==> src/core/vdp_defines.svh <==
/*
  vdp_defines.svh: offsets, field positions, reset values and counts of the
  parallel video output block.
  Assumes it is included by bare name, after the package, in core/ sources.
*/
`ifndef VDP_DEFINES_SVH
`define VDP_DEFINES_SVH

// word widths
`define VDP_PIX_W 18
`define VDP_CTL_W 9

// lock timing, in reference clock cycles
`define VDP_REF_LOCK_CYCLES 16385
`define VDP_SEARCH_CYCLES 1048576

// register offsets (byte addresses)
`define VDP_ADDR_W 4
`define VDP_OFS_STATUS 4'h0
`define VDP_OFS_MASK 4'h4
`define VDP_OFS_INFO 4'h8

// status and mask bit positions
`define VDP_EV_W 4
`define VDP_EV_LOCK_GAINED 0
`define VDP_EV_LOCK_LOST 1
`define VDP_EV_SEARCH_TMO 2
`define VDP_EV_RANGE_BAD 3

// info register field positions
`define VDP_INFO_STATE_LSB 0
`define VDP_INFO_FAST_SLEW 4
`define VDP_INFO_RISE_EDGE 5
`define VDP_INFO_DRIVING 6

// reset values
`define VDP_MASK_RST 4'h0
`define VDP_STATUS_RST 4'h0

// range select codes
`define VDP_RNG_SLOW 2'b10
`define VDP_RNG_FAST 2'b11

`endif

==> src/core/vdp_pkg.sv <==
/*
  vdp_pkg.sv: types of the parallel video output block.
  Assumes nothing beyond a SystemVerilog compiler; nothing is imported.
*/
package vdp_pkg;

  // lock sequence, one-hot
  typedef enum logic [3:0] {
    VDP_ST_OFF = 4'b0001,
    VDP_ST_REF = 4'b0010,
    VDP_ST_SEARCH = 4'b0100,
    VDP_ST_LOCKED = 4'b1000
  } vdp_state_t;

endpackage : vdp_pkg
==> src/core/vdp_deser_out.sv <==
/*
  vdp_deser_out.sv: parallel output side of a 27-bit video deserializer:
  pixel / control word outputs, pixel clock out, lock indicator, output
  enable, lock sequencing and a small register port with an interrupt.
  Assumes: the serial decoder delivers words, phase and a transition-found
  level on its own recovered clock; pins and that clock arrive unsynchronised
  and are sampled here on clk_sys_i (250 MHz), far faster than 35 MHz.
*/
// Implementation choices: the plain strobed port and the placing of the registers.
`timescale 1ns/10ps
`default_nettype none
`include "vdp_defines.svh"

module vdp_deser_out #(
  parameter int unsigned REF_LOCK_CYCLES = `VDP_REF_LOCK_CYCLES,
  parameter int unsigned SEARCH_CYCLES = `VDP_SEARCH_CYCLES,
  parameter int unsigned PIX_W = `VDP_PIX_W,
  parameter int unsigned CTL_W = `VDP_CTL_W
) (
  input wire logic clk_sys_i,
  input wire logic rstn_i,
  input wire logic reference_clock_i,
  input wire logic power_down_n_i,
  input wire logic outputs_drive_enable_i,
  input wire logic latch_rise_sel_i,
  input wire logic range_select_hi_i,
  input wire logic range_select_lo_i,
  input wire logic rec_clk_i,
  input wire logic [PIX_W-1:0] rx_pixel_i,
  input wire logic [CTL_W-1:0] rx_control_i,
  input wire logic rx_video_phase_i,
  input wire logic rx_transition_found_i,
  input wire logic [`VDP_ADDR_W-1:0] reg_addr_i,
  input wire logic [31:0] reg_wdata_i,
  input wire logic reg_wr_i,
  input wire logic reg_rd_i,
  output logic [31:0] reg_rdata_o,
  output logic irq_o,
  output logic [PIX_W-1:0] pixel_word_out_o,
  output logic [CTL_W-1:0] control_word_out_o,
  output logic video_phase_flag_o,
  output logic pclk_out_o,
  output logic sync_valid_n_o,
  output logic outputs_oe_n_o,
  output logic fast_slew_o
);

  localparam int unsigned SW = 9 + PIX_W + CTL_W;
  localparam int unsigned CW = $clog2(SEARCH_CYCLES + 1);

  logic [SW-1:0] meta_r;
  logic [SW-1:0] sync_r;
  logic s_ref, s_rec, s_pd_n, s_en, s_rf, s_rhi, s_rlo, s_video, s_trans;
  logic [PIX_W-1:0] s_pix;
  logic [CTL_W-1:0] s_ctl;
  logic ref_prev_r, rec_prev_r, ref_rise, rec_rise, rec_fall, launch;
  logic [PIX_W-1:0] hold_pix_r, src_pix, pix_r;
  logic [CTL_W-1:0] hold_ctl_r, src_ctl, ctl_r;
  logic hold_video_r, src_video, flag_r, pclk_r, valid_n_r, oe_n_r, slew_r;
  vdp_pkg::vdp_state_t state_r, state_nxt;
  logic [CW-1:0] cnt_r;
  logic locked, timeout, rng_bad, rng_bad_prev_r;
  logic [`VDP_EV_W-1:0] ev, status_r, status_nxt, mask_r;
  logic [31:0] rdata_r;
  logic irq_r;

  // two-flop sampling of every pin and of the decoder's clock domain
  always_ff @(posedge clk_sys_i or negedge rstn_i) begin
    if (!rstn_i) begin
      meta_r <= '0;
      sync_r <= '0;
    end else begin
      meta_r <= {reference_clock_i, rec_clk_i, power_down_n_i, outputs_drive_enable_i,
                 latch_rise_sel_i, range_select_hi_i, range_select_lo_i, rx_video_phase_i,
                 rx_transition_found_i, rx_pixel_i, rx_control_i};
      sync_r <= meta_r;
    end
  end

  assign {s_ref, s_rec, s_pd_n, s_en, s_rf, s_rhi, s_rlo, s_video, s_trans, s_pix, s_ctl} =
    sync_r;

  // edge finders on the sampled clocks
  always_ff @(posedge clk_sys_i or negedge rstn_i) begin
    if (!rstn_i) begin
      ref_prev_r <= 1'b0;
      rec_prev_r <= 1'b0;
    end else begin
      ref_prev_r <= s_ref;
      rec_prev_r <= s_rec;
    end
  end

  assign ref_rise = s_ref & ~ref_prev_r;
  assign rec_rise = s_rec & ~rec_prev_r;
  assign rec_fall = ~s_rec & rec_prev_r;
  assign launch = s_rf ? rec_fall : rec_rise;
  assign locked = (state_r == vdp_pkg::VDP_ST_LOCKED);
  assign timeout = (state_r == vdp_pkg::VDP_ST_SEARCH) && !s_trans && ref_rise &&
                   (cnt_r == CW'(SEARCH_CYCLES - 1));

  // lock sequence
  always_comb begin
    state_nxt = state_r;
    case (state_r)
      vdp_pkg::VDP_ST_OFF: begin
        state_nxt = vdp_pkg::VDP_ST_REF;
      end
      vdp_pkg::VDP_ST_REF: begin
        if (ref_rise && cnt_r == CW'(REF_LOCK_CYCLES - 1)) begin
          state_nxt = vdp_pkg::VDP_ST_SEARCH;
        end
      end
      vdp_pkg::VDP_ST_SEARCH: begin
        if (s_trans) begin
          state_nxt = vdp_pkg::VDP_ST_LOCKED;
        end
      end
      vdp_pkg::VDP_ST_LOCKED: begin
        if (!s_trans) begin
          state_nxt = vdp_pkg::VDP_ST_SEARCH;
        end
      end
      default: begin
        state_nxt = vdp_pkg::VDP_ST_OFF;
      end
    endcase
  end

  always_ff @(posedge clk_sys_i or negedge rstn_i) begin
    if (!rstn_i) begin
      state_r <= vdp_pkg::VDP_ST_OFF;
    end else if (!s_pd_n) begin
      state_r <= vdp_pkg::VDP_ST_OFF;
    end else begin
      state_r <= state_nxt;
    end
  end

  // counts reference edges, lock then search
  always_ff @(posedge clk_sys_i or negedge rstn_i) begin
    if (!rstn_i) begin
      cnt_r <= '0;
    end else if (!s_pd_n || state_nxt != state_r || timeout) begin
      cnt_r <= '0;
    end else if (ref_rise) begin
      cnt_r <= cnt_r + CW'(1);
    end
  end

  // word sampled mid-period, where the decoder's data are settled
  always_ff @(posedge clk_sys_i or negedge rstn_i) begin
    if (!rstn_i) begin
      hold_pix_r <= '0;
      hold_ctl_r <= '0;
      hold_video_r <= 1'b0;
    end else if (rec_fall) begin
      hold_pix_r <= s_pix;
      hold_ctl_r <= s_ctl;
      hold_video_r <= s_video;
    end
  end

  // falling launch uses the live word; rising launch the one held since
  assign src_pix = s_rf ? s_pix : hold_pix_r;
  assign src_ctl = s_rf ? s_ctl : hold_ctl_r;
  assign src_video = s_rf ? s_video : hold_video_r;

  // flag follows the phase of the word
  always_ff @(posedge clk_sys_i or negedge rstn_i) begin
    if (!rstn_i) begin
      flag_r <= 1'b0;
      pix_r <= '0;
      ctl_r <= '0;
    end else if (!locked) begin
      flag_r <= 1'b0;
      pix_r <= '0;
      ctl_r <= '0;
    end else if (launch) begin
      flag_r <= src_video;
      // pixels update only in video phase
      if (src_video) begin
        pix_r <= src_pix;
      end else begin
        ctl_r <= src_ctl;
      end
    end
  end

  // clock edge matches the launch timing
  always_ff @(posedge clk_sys_i or negedge rstn_i) begin
    if (!rstn_i) begin
      pclk_r <= 1'b0;
    end else if (locked) begin
      pclk_r <= s_rec;
    end else if (state_r == vdp_pkg::VDP_ST_OFF) begin
      pclk_r <= 1'b0;
    end else begin
      pclk_r <= s_ref;
    end
  end

  // valid only after a word has been launched
  // raised in the very cycle lock ends, so it never trails the data clear
  always_ff @(posedge clk_sys_i or negedge rstn_i) begin
    if (!rstn_i) begin
      valid_n_r <= 1'b1;
    end else if (!locked || state_nxt != vdp_pkg::VDP_ST_LOCKED || !s_pd_n) begin
      valid_n_r <= 1'b1;
    end else if (launch) begin
      valid_n_r <= 1'b0;
    end
  end

  // drive only when enabled and powered
  always_ff @(posedge clk_sys_i or negedge rstn_i) begin
    if (!rstn_i) begin
      oe_n_r <= 1'b1;
    end else begin
      oe_n_r <= ~(s_en & s_pd_n);
    end
  end

  // range code sets slew, flags bad codes
  assign rng_bad = ({s_rhi, s_rlo} != `VDP_RNG_SLOW) && ({s_rhi, s_rlo} != `VDP_RNG_FAST);
  always_ff @(posedge clk_sys_i or negedge rstn_i) begin
    if (!rstn_i) begin
      slew_r <= 1'b0;
      rng_bad_prev_r <= 1'b0;
    end else begin
      slew_r <= ({s_rhi, s_rlo} == `VDP_RNG_FAST);
      rng_bad_prev_r <= rng_bad & s_pd_n;
    end
  end

  // sticky events; a read clears, a new event in that cycle survives
  always_comb begin
    ev = '0;
    ev[`VDP_EV_LOCK_GAINED] = !locked && (state_nxt == vdp_pkg::VDP_ST_LOCKED) && s_pd_n;
    ev[`VDP_EV_LOCK_LOST] = locked && (state_nxt != vdp_pkg::VDP_ST_LOCKED || !s_pd_n);
    ev[`VDP_EV_SEARCH_TMO] = timeout;
    ev[`VDP_EV_RANGE_BAD] = rng_bad && s_pd_n && !rng_bad_prev_r;
    status_nxt = status_r;
    if (reg_rd_i && reg_addr_i == `VDP_OFS_STATUS) begin
      status_nxt = '0;
    end
    status_nxt = status_nxt | ev;
  end

  // status, mask and interrupt level
  always_ff @(posedge clk_sys_i or negedge rstn_i) begin
    if (!rstn_i) begin
      status_r <= `VDP_STATUS_RST;
      mask_r <= `VDP_MASK_RST;
      irq_r <= 1'b0;
    end else begin
      status_r <= status_nxt;
      if (reg_wr_i && reg_addr_i == `VDP_OFS_MASK) begin
        mask_r <= reg_wdata_i[`VDP_EV_W-1:0];
      end
      irq_r <= |(status_r & mask_r);
    end
  end

  // read data one cycle after the strobe; unmapped reads give zero
  always_ff @(posedge clk_sys_i or negedge rstn_i) begin
    if (!rstn_i) begin
      rdata_r <= '0;
    end else begin
      rdata_r <= '0;
      if (reg_rd_i) begin
        case (reg_addr_i)
          `VDP_OFS_STATUS: rdata_r[`VDP_EV_W-1:0] <= status_r;
          `VDP_OFS_MASK: rdata_r[`VDP_EV_W-1:0] <= mask_r;
          `VDP_OFS_INFO: begin
            rdata_r[`VDP_INFO_STATE_LSB +: 4] <= state_r;
            rdata_r[`VDP_INFO_FAST_SLEW] <= slew_r;
            rdata_r[`VDP_INFO_RISE_EDGE] <= s_rf;
            rdata_r[`VDP_INFO_DRIVING] <= ~oe_n_r;
          end
          default: rdata_r <= '0;
        endcase
      end
    end
  end

  assign pixel_word_out_o = pix_r;
  assign control_word_out_o = ctl_r;
  assign video_phase_flag_o = flag_r;
  assign pclk_out_o = pclk_r;
  assign sync_valid_n_o = valid_n_r;
  assign outputs_oe_n_o = oe_n_r;
  assign fast_slew_o = slew_r;
  assign reg_rdata_o = rdata_r;
  assign irq_o = irq_r;
endmodule : vdp_deser_out
`default_nettype wire

==> config.mk <==
export PLATFORM = sky130hd
export DESIGN_NAME = vdp_deser_out
export DESIGN_NICKNAME = d
export VERILOG_FILES = /design/src/core/vdp_pkg.sv /design/src/core/vdp_deser_out.sv
export VERILOG_INCLUDE_DIRS = /design/src /design/src/core
export SDC_FILE = /design/constraint.sdc
export NUM_CORES = 1
export LEC_CHECK = 0
export ABC_AREA = 1
export ABC_CLOCK_PERIOD_IN_PS = 1700
export BUFFER_PORTS_ARGS = -buffer_cell sky130_fd_sc_hd__buf_2
export CAP_MARGIN = 20
export CORE_MARGIN = 2
export CORE_UTILIZATION = 30
export DETAILED_ROUTE_END_ITERATION = 16
export HOLD_SLACK_MARGIN = 0.15
export SLEW_MARGIN = 20
export SYNTH_ARGS = -nofsm -noshare
export SYNTH_HDL_FRONTEND = slang
export SYNTH_SLANG_ARGS = --single-unit
==> constraint.sdc <==
create_clock -name clk_sys_i -period 1.7 [get_ports clk_sys_i]
set_input_delay 0.085 -clock clk_sys_i [delete_from_list [all_inputs] [get_ports clk_sys_i]]
set_output_delay 0.085 -clock clk_sys_i [all_outputs]
set_load 0.01 [all_outputs]
==> results.md, run 1 <==
* Outcome: complete, no violations
* Cell Area, Synth at 6930 um2
* Fin area at 8870 um2
* Routability congestion estimate at 0.829
* Worst setup EP type: register
* Final setup violation count at 0
* Fin. Hold Viols at 0
* Core footprint at 22600 um2
* Die X at 156 um
* Req. time, crit path at 2.01 ns
* Iteration-0 DRC Markers at 282
* Tmin final at 1.67 ns
* Sequential-to-total area share from yosys stat at 0.636
* Clk_lat worst skew at 0.43 ns
* HPWL after detailed placement at 9790 um
* Dpl cells at 1035
* Initial antenna violation count at 0
* Leakage power at 4.32 nW
* TritonCTS Buffers at 17
* Syn Inst Count at 659
* F_max at 600 MHz
* First-pass GRT wire length at 24000 um
* Nets@finish at 899
* Netlist cell types at 34
* Post-Layout Cell Count at 1119
* Layout cells sized above 1 at 0.225
* Most common cell after layout, fill and taps aside: nand2_1
* Worst Hold Class: in2reg
* Clock Skews at 0.0113 ns
* DIE HEIGHT at 156 um
* Peak supply drop at 0.444 mV
* Number of global-route vias before repair at 4750
* CTS Sinks at 176
* TritonCTS clock tree: done
* Largest net degree at the start of global routing at 47
* Max Root-Sink Buffers at 2
* Post-synth top area cell: dfrtp_1
* Total number of vias at 4870
* Filler cell count at 2202
* Max Cap Violations at 0
* Ant. Diodes at 0
* # IOs at 141
* Clock transition at the registers of the reported paths at 0.07 ns
* RSZ-0062 raised after global routing: true
* Slew Limit Fails at 0
* Syn_area_per_cell at 10.5 um2
* Die area at 24300 um2
* Fin util at 0.392
* Top-area cell type share of the netlist area at 0.624
* Placed cell area at 7770 um2
* Crit path DAT at 1.97 ns
* Global route overflow at 0
* Top area cells in the synthesized netlist: dfrtp_1 62%, nand2_1 9.7%, mux2i_1 3.9%
* Root Driver: clkbuf_16
* Pwr dens at 1010 nW/um2
* Ys Warns at 0
* Final wirelength at 14600 um
* Vias per std cell at 4.35
* Port buffer count at 87
* Critical path type: in2reg
* Commonest non-fill, non-tap cells in the layout: 179 x nand2_1, 171 x dfrtp_1, 86 x buf_2
* Area grow syn2layout at 27.9%
* Htree depth at 4
* Worst Path Max Fanout at 1
* CP startpoint kind: primary input
* Final ANT Viol Nets at 0
* Flops & latches, synth at 176
* Mean routed wirelength per cell at 13.0 um
* Initial cell density of the core at 0.306
* Fin crit share at 0.980
* # DRC at 0
* TritonRoute pass-1 iters at 5
* Row count at 55
* Gr usage total at 0.126
==> flip-flops by register name, indices dropped and copies added (netlist names), 4 cells and up <==
register	cells
reg_rdata_o	7
hold_pix_r	18
cnt_r	21
meta_r	36
status_r	4
mask_r	4
pixel_word_out_o	18
hold_ctl_r	9
control_word_out_o	9
sync_r	36
state_r	4
==> Yosys cell counts (all sizes together) <==
cell and instances:
nor4 1, inv 39, ha 2, o211ai 1
nor2 66, nand2 180, conb 1, nand3 28
mux2i 27, dfstp 3, xnor2 2, o21ai 63
buf 35, nand4 10, xor2 14, o31ai 1
and2 1, dfrtp 173, nor3 2, clkinv 1
a21oi 3, clkbuf 6
==> layer usage <==
metal	track usage	up-vias	part of all wire
li1	-	2379	-
met1	0.163	2378	0.46
met2	0.202	90	0.48
met3	0.0275	23	0.034
met4	0.0616	0	0.024
met5	0	-	0
==> critical path: stages <==
cell,delay (ns)
dlygate4sd3_1,0.54
buf_2,0.12
nand3_1,0.07
dlygate4sd3_1,0.54
nand2_1,0.06
dlygate4sd3_1,0.56
==> timing repair <==
action                                 4_1_cts  5_1_grt
setup endpoints to repair                    0       55
setup buffers                                0        0
resized for setup                            0        9
hold buffers                                53        1
endpoints found under the hold margin      225       20
==> path summary, 6_finish.rpt <==
check,startpoint,to,slack (ns),cells past startpoint
max,reg_wdata_i[2],mask_r[2]$_DFFE_PN0P_,0.03,6
min,reg_addr_i[3],reg_rdata_o[1]$_DFF_PN0_,0.17,7
max reg2reg,state_r[1]$_DFF_PN0_,cnt_r[19]$_DFFE_PN0P_,0.11,8
min reg2reg,meta_r[28]$_DFF_PN0_,sync_r[28]$_DFF_PN0_,0.35,0
max in group asynchronous,rstn_i,state_r[0]$_DFF_PN1_,0.39,4
min in group asynchronous,rstn_i,cnt_r[10]$_DFFE_PN0P_,0.63,3
==> where the power goes <==
group	total [mW]	internal, mW	switching (mW)
Combinational	0.722	0.325	0.397
Sequential	4.55	4.42	0.133
Clock	3.65	1.93	1.72
Total	8.93	6.67	2.25
==> stage by stage <==
| step | worst slack (ns) | power [mW] | setup TNS (ns) | hold WS, ns |
|---|---|---|---|---|
| after floorplan | 0.252 | 4.99 | 0 | -0.211 |
| after global placement | 0.0783 | 5.24 | 0 | -0.0292 |
| after detailed placement | 0.0529 | 5.26 | 0 | -0.0269 |
| after CTS | 0.0335 | 9.04 | 0 | 0.160 |
| after global routing | -0.0187 | 9.35 | -0.105 | 0.204 |
| final | 0.0335 | 8.93 | 0 | 0.172 |
==> cells by family (layout without fill, tap and decap cells) <==
group           count (synthesis)  in the layout  share of synthesized area
xor+xnor                       16             16                     0.0202
other cells                     1             25                   0.000541
fa+ha+maj                       2              2                    0.00361
compound gates                 68             68                     0.0520
flops                         176            176                      0.636
simple gates                  288            288                      0.184
buf+inv                        81            232                     0.0644
mux                            27             27                     0.0390
==> area by class of cell <==
| class | count | area, um2 | area share |
|---|---|---|---|
| Clock inverter | 13 | 115 | 0.0130 |
| Inverter | 40 | 150 | 0.0169 |
| Clock buffer | 19 | 433 | 0.0488 |
| Sequential cell | 176 | 4410 | 0.497 |
| Timing Repair Buffer | 160 | 1210 | 0.137 |
| Tap cell | 285 | 357 | 0.0402 |
| Multi-Input combinational cell | 426 | 2190 | 0.247 |
(Power assumes the default switching activity.)
==> inputs of run 2 (changes only) <==
- CORE_MARGIN: 2 -> 5
- CORE_UTILIZATION: 30 -> 50
- PLACE_DENSITY: not set -> 0.74
==> run 2 against run 1 <==
Sequential share of layout area shrank 0.67 points. Total power rose by 4.2%. Worst setup slack got worse by 0.012 ns. Critical endpoint is now cnt_r[13]$_DFFE_PN0P_. Largest cell class unchanged. Largest power group unchanged.
==> results.md, run 2 (same netlist as run 1, synthesis figures left out) <==
* Worst setup EP type: register
* Gr usage total at 0.185
* Crit path DAT at 1.99 ns
* TritonRoute pass-1 iters at 6
* Row count at 43
* Layout cells sized above 1 at 0.259
* Req. time, crit path at 2.01 ns
* Comb pwr share at 0.085
* Total number of vias at 5043
* Commonest non-fill, non-tap cells in the layout: 175 x nand2_1, 168 x dfrtp_1, 85 x buf_2
* Pwr dens at 1030 nW/um2
* Clock Power Share at 0.425
* Critical path type: reg2reg
* Initial antenna violation count at 0
* Nets@finish at 912
* Final ANT Viol Nets at 0
* Routability congestion estimate at 0.870
* Fin crit share at 0.987
* Fin area at 9000 um2
* Iteration-0 DRC Markers at 370
* # DRC at 0
* Max Root-Sink Buffers at 2
* Net Sw Power at 2.26 mW
* Biggest regs: meta_r x36, sync_r x36, cnt_r x21
* Worst Hold Class: in2reg
* Initial cell density of the core at 0.505
* Ant. Diodes at 0
* Core footprint at 13700 um2
* DIE HEIGHT at 128 um
* Slew Limit Fails at 0
* Die area at 16300 um2
* Vias per std cell at 4.91
* Leakage power at 4.45 nW
* RSZ-0062 raised after global routing: true
* Sw frac at 0.243
* Setup TNS at 0 ns
* Clock Skews at 0.00861 ns
* F_max at 596 MHz
* Die X at 128 um
* Htree depth at 4
* Clock transition at the registers of the reported paths at 0.06 ns
* Root Driver: clkbuf_16
* Pint at 7.04 mW
* CTS Sinks at 176
* Area grow syn2layout at 29.8%
* Most common cell after layout, fill and taps aside: nand2_1
* # IOs at 141
* Max Cap Violations at 0
* Fin. Hold Viols at 0
* Tmin final at 1.68 ns
* CP startpoint kind: register
* Worst Path Max Fanout at 5
* TritonCTS Buffers at 17
* Min Hold Slack at 0.152 ns
* Final setup violation count at 0
* Fin util at 0.656
* Largest net degree at the start of global routing at 49
* Port buffer count at 87
* Clk_lat worst skew at 0.43 ns
* Reg power frac at 0.490
* Outcome: complete, no violations
* Number of global-route vias before repair at 5046
* Mean routed wirelength per cell at 14.5 um
* First-pass GRT wire length at 24000 um
* Peak supply drop at 0.777 mV
* HPWL after detailed placement at 9360 um
* Final wirelength at 14900 um
* TritonCTS clock tree: done
* Filler cell count at 987
* Placed cell area at 7610 um2
* Global route overflow at 0
==> run 2: cell types whose count changed in the layout (fill, tap and decap cells not counted), sizes merged <==
cell / previous run / this run
dlymetal6s4s: 0 / 1
bufinv: 0 / 2
clkinv: 3 / 5
clkinvlp: 2 / 0
inv: 48 / 47
dlygate4sd3: 52 / 51
buf: 108 / 119
clkbuf: 19 / 20
==> run 2: final cells by class <==
type                       instances  area, um2  share of cell area
inverter                          40        150              0.0167
sequential                       176       4410               0.491
clock buffer                      18        439              0.0488
tap                              180        225              0.0250
multi-input combinational        426       2260               0.252
clock inverter                    14        168              0.0186
timing repair buffer             173       1340               0.149
==> run 2: through the flow <==
stage | total power, mW | instances | worst slack, ns
CTS | 9.29 | 1016 | 0.0214
global placement | 5.21 | 929 | 0.0870
global route | 9.67 | 1027 | -0.0792
finish | 9.30 | 1027 | 0.0213
detailed placement | 5.25 | 929 | 0.0177
floorplan | 4.99 | 683 | 0.252
==> run 2: worst max-delay path: stages, from the launching register on <==
cell and delay, ns:
dfrtp_1 0.42, buf_6 0.14, inv_2 0.07, ha_4 0.13, nand3_2 0.07, nor2_2 0.12, nand3_1 0.08, nand2_1 0.11
nand2_2 0.07, nand3_4 0.13, clkbuf_16 0.18, nor2_2 0.03
==> run 2: worst paths after layout <==
| check | start | end | slack [ns] | cells after the start |
|---|---|---|---|---|
| worst max-delay path | cnt_r[0]$_DFFE_PN0P_ | cnt_r[13]$_DFFE_PN0P_ | 0.02 | 11 |
| worst min-delay path | reg_addr_i[2] | reg_rdata_o[6]$_DFF_PN0_ | 0.15 | 6 |
| worst max register to register | cnt_r[0]$_DFFE_PN0P_ | cnt_r[13]$_DFFE_PN0P_ | 0.02 | 11 |
| worst min register to register | meta_r[28]$_DFF_PN0_ | sync_r[28]$_DFF_PN0_ | 0.34 | 0 |
| max in group asynchronous | rstn_i | cnt_r[17]$_DFFE_PN0P_ | 0.88 | 3 |
| min in group asynchronous | rstn_i | cnt_r[9]$_DFFE_PN0P_ | 0.17 | 2 |
==> run 2: layer usage <==
layer,track usage,wire length [um],vias to the layer above,share of wire
li1,-,-,2404,-
met1,0.235,6110,2449,0.41
met2,0.312,7590,158,0.51
met3,0.0363,758,32,0.051
met4,0.0774,429,0,0.029
met5,0,0,-,0
==> run 2: power by group through the flow <==
| stage | combinational [mW] | clock (mW) | sequential, mW |
|---|---|---|---|
| 2_1_floorplan | 0.380 | 0 | 4.61 |
| 3_3_place_gp | 0.592 | 0 | 4.62 |
| 3_5_place_dp | 0.615 | 0 | 4.63 |
| 4_1_cts | 0.726 | 4.01 | 4.56 |
| 5_1_grt | 0.883 | 4.20 | 4.59 |
| 6_report | 0.788 | 3.95 | 4.56 |
==> run 2: repair_timing <==
item / in CTS / in global routing
pin swaps: 0 / 7
endpoints found under the hold margin: 227 / 0
cloned: 0 / 2
hold buffers: 54 / 0
buffers inserted: 1 / 12
resized for setup: 0 / 35
endpoints found under the setup margin: 1 / 25
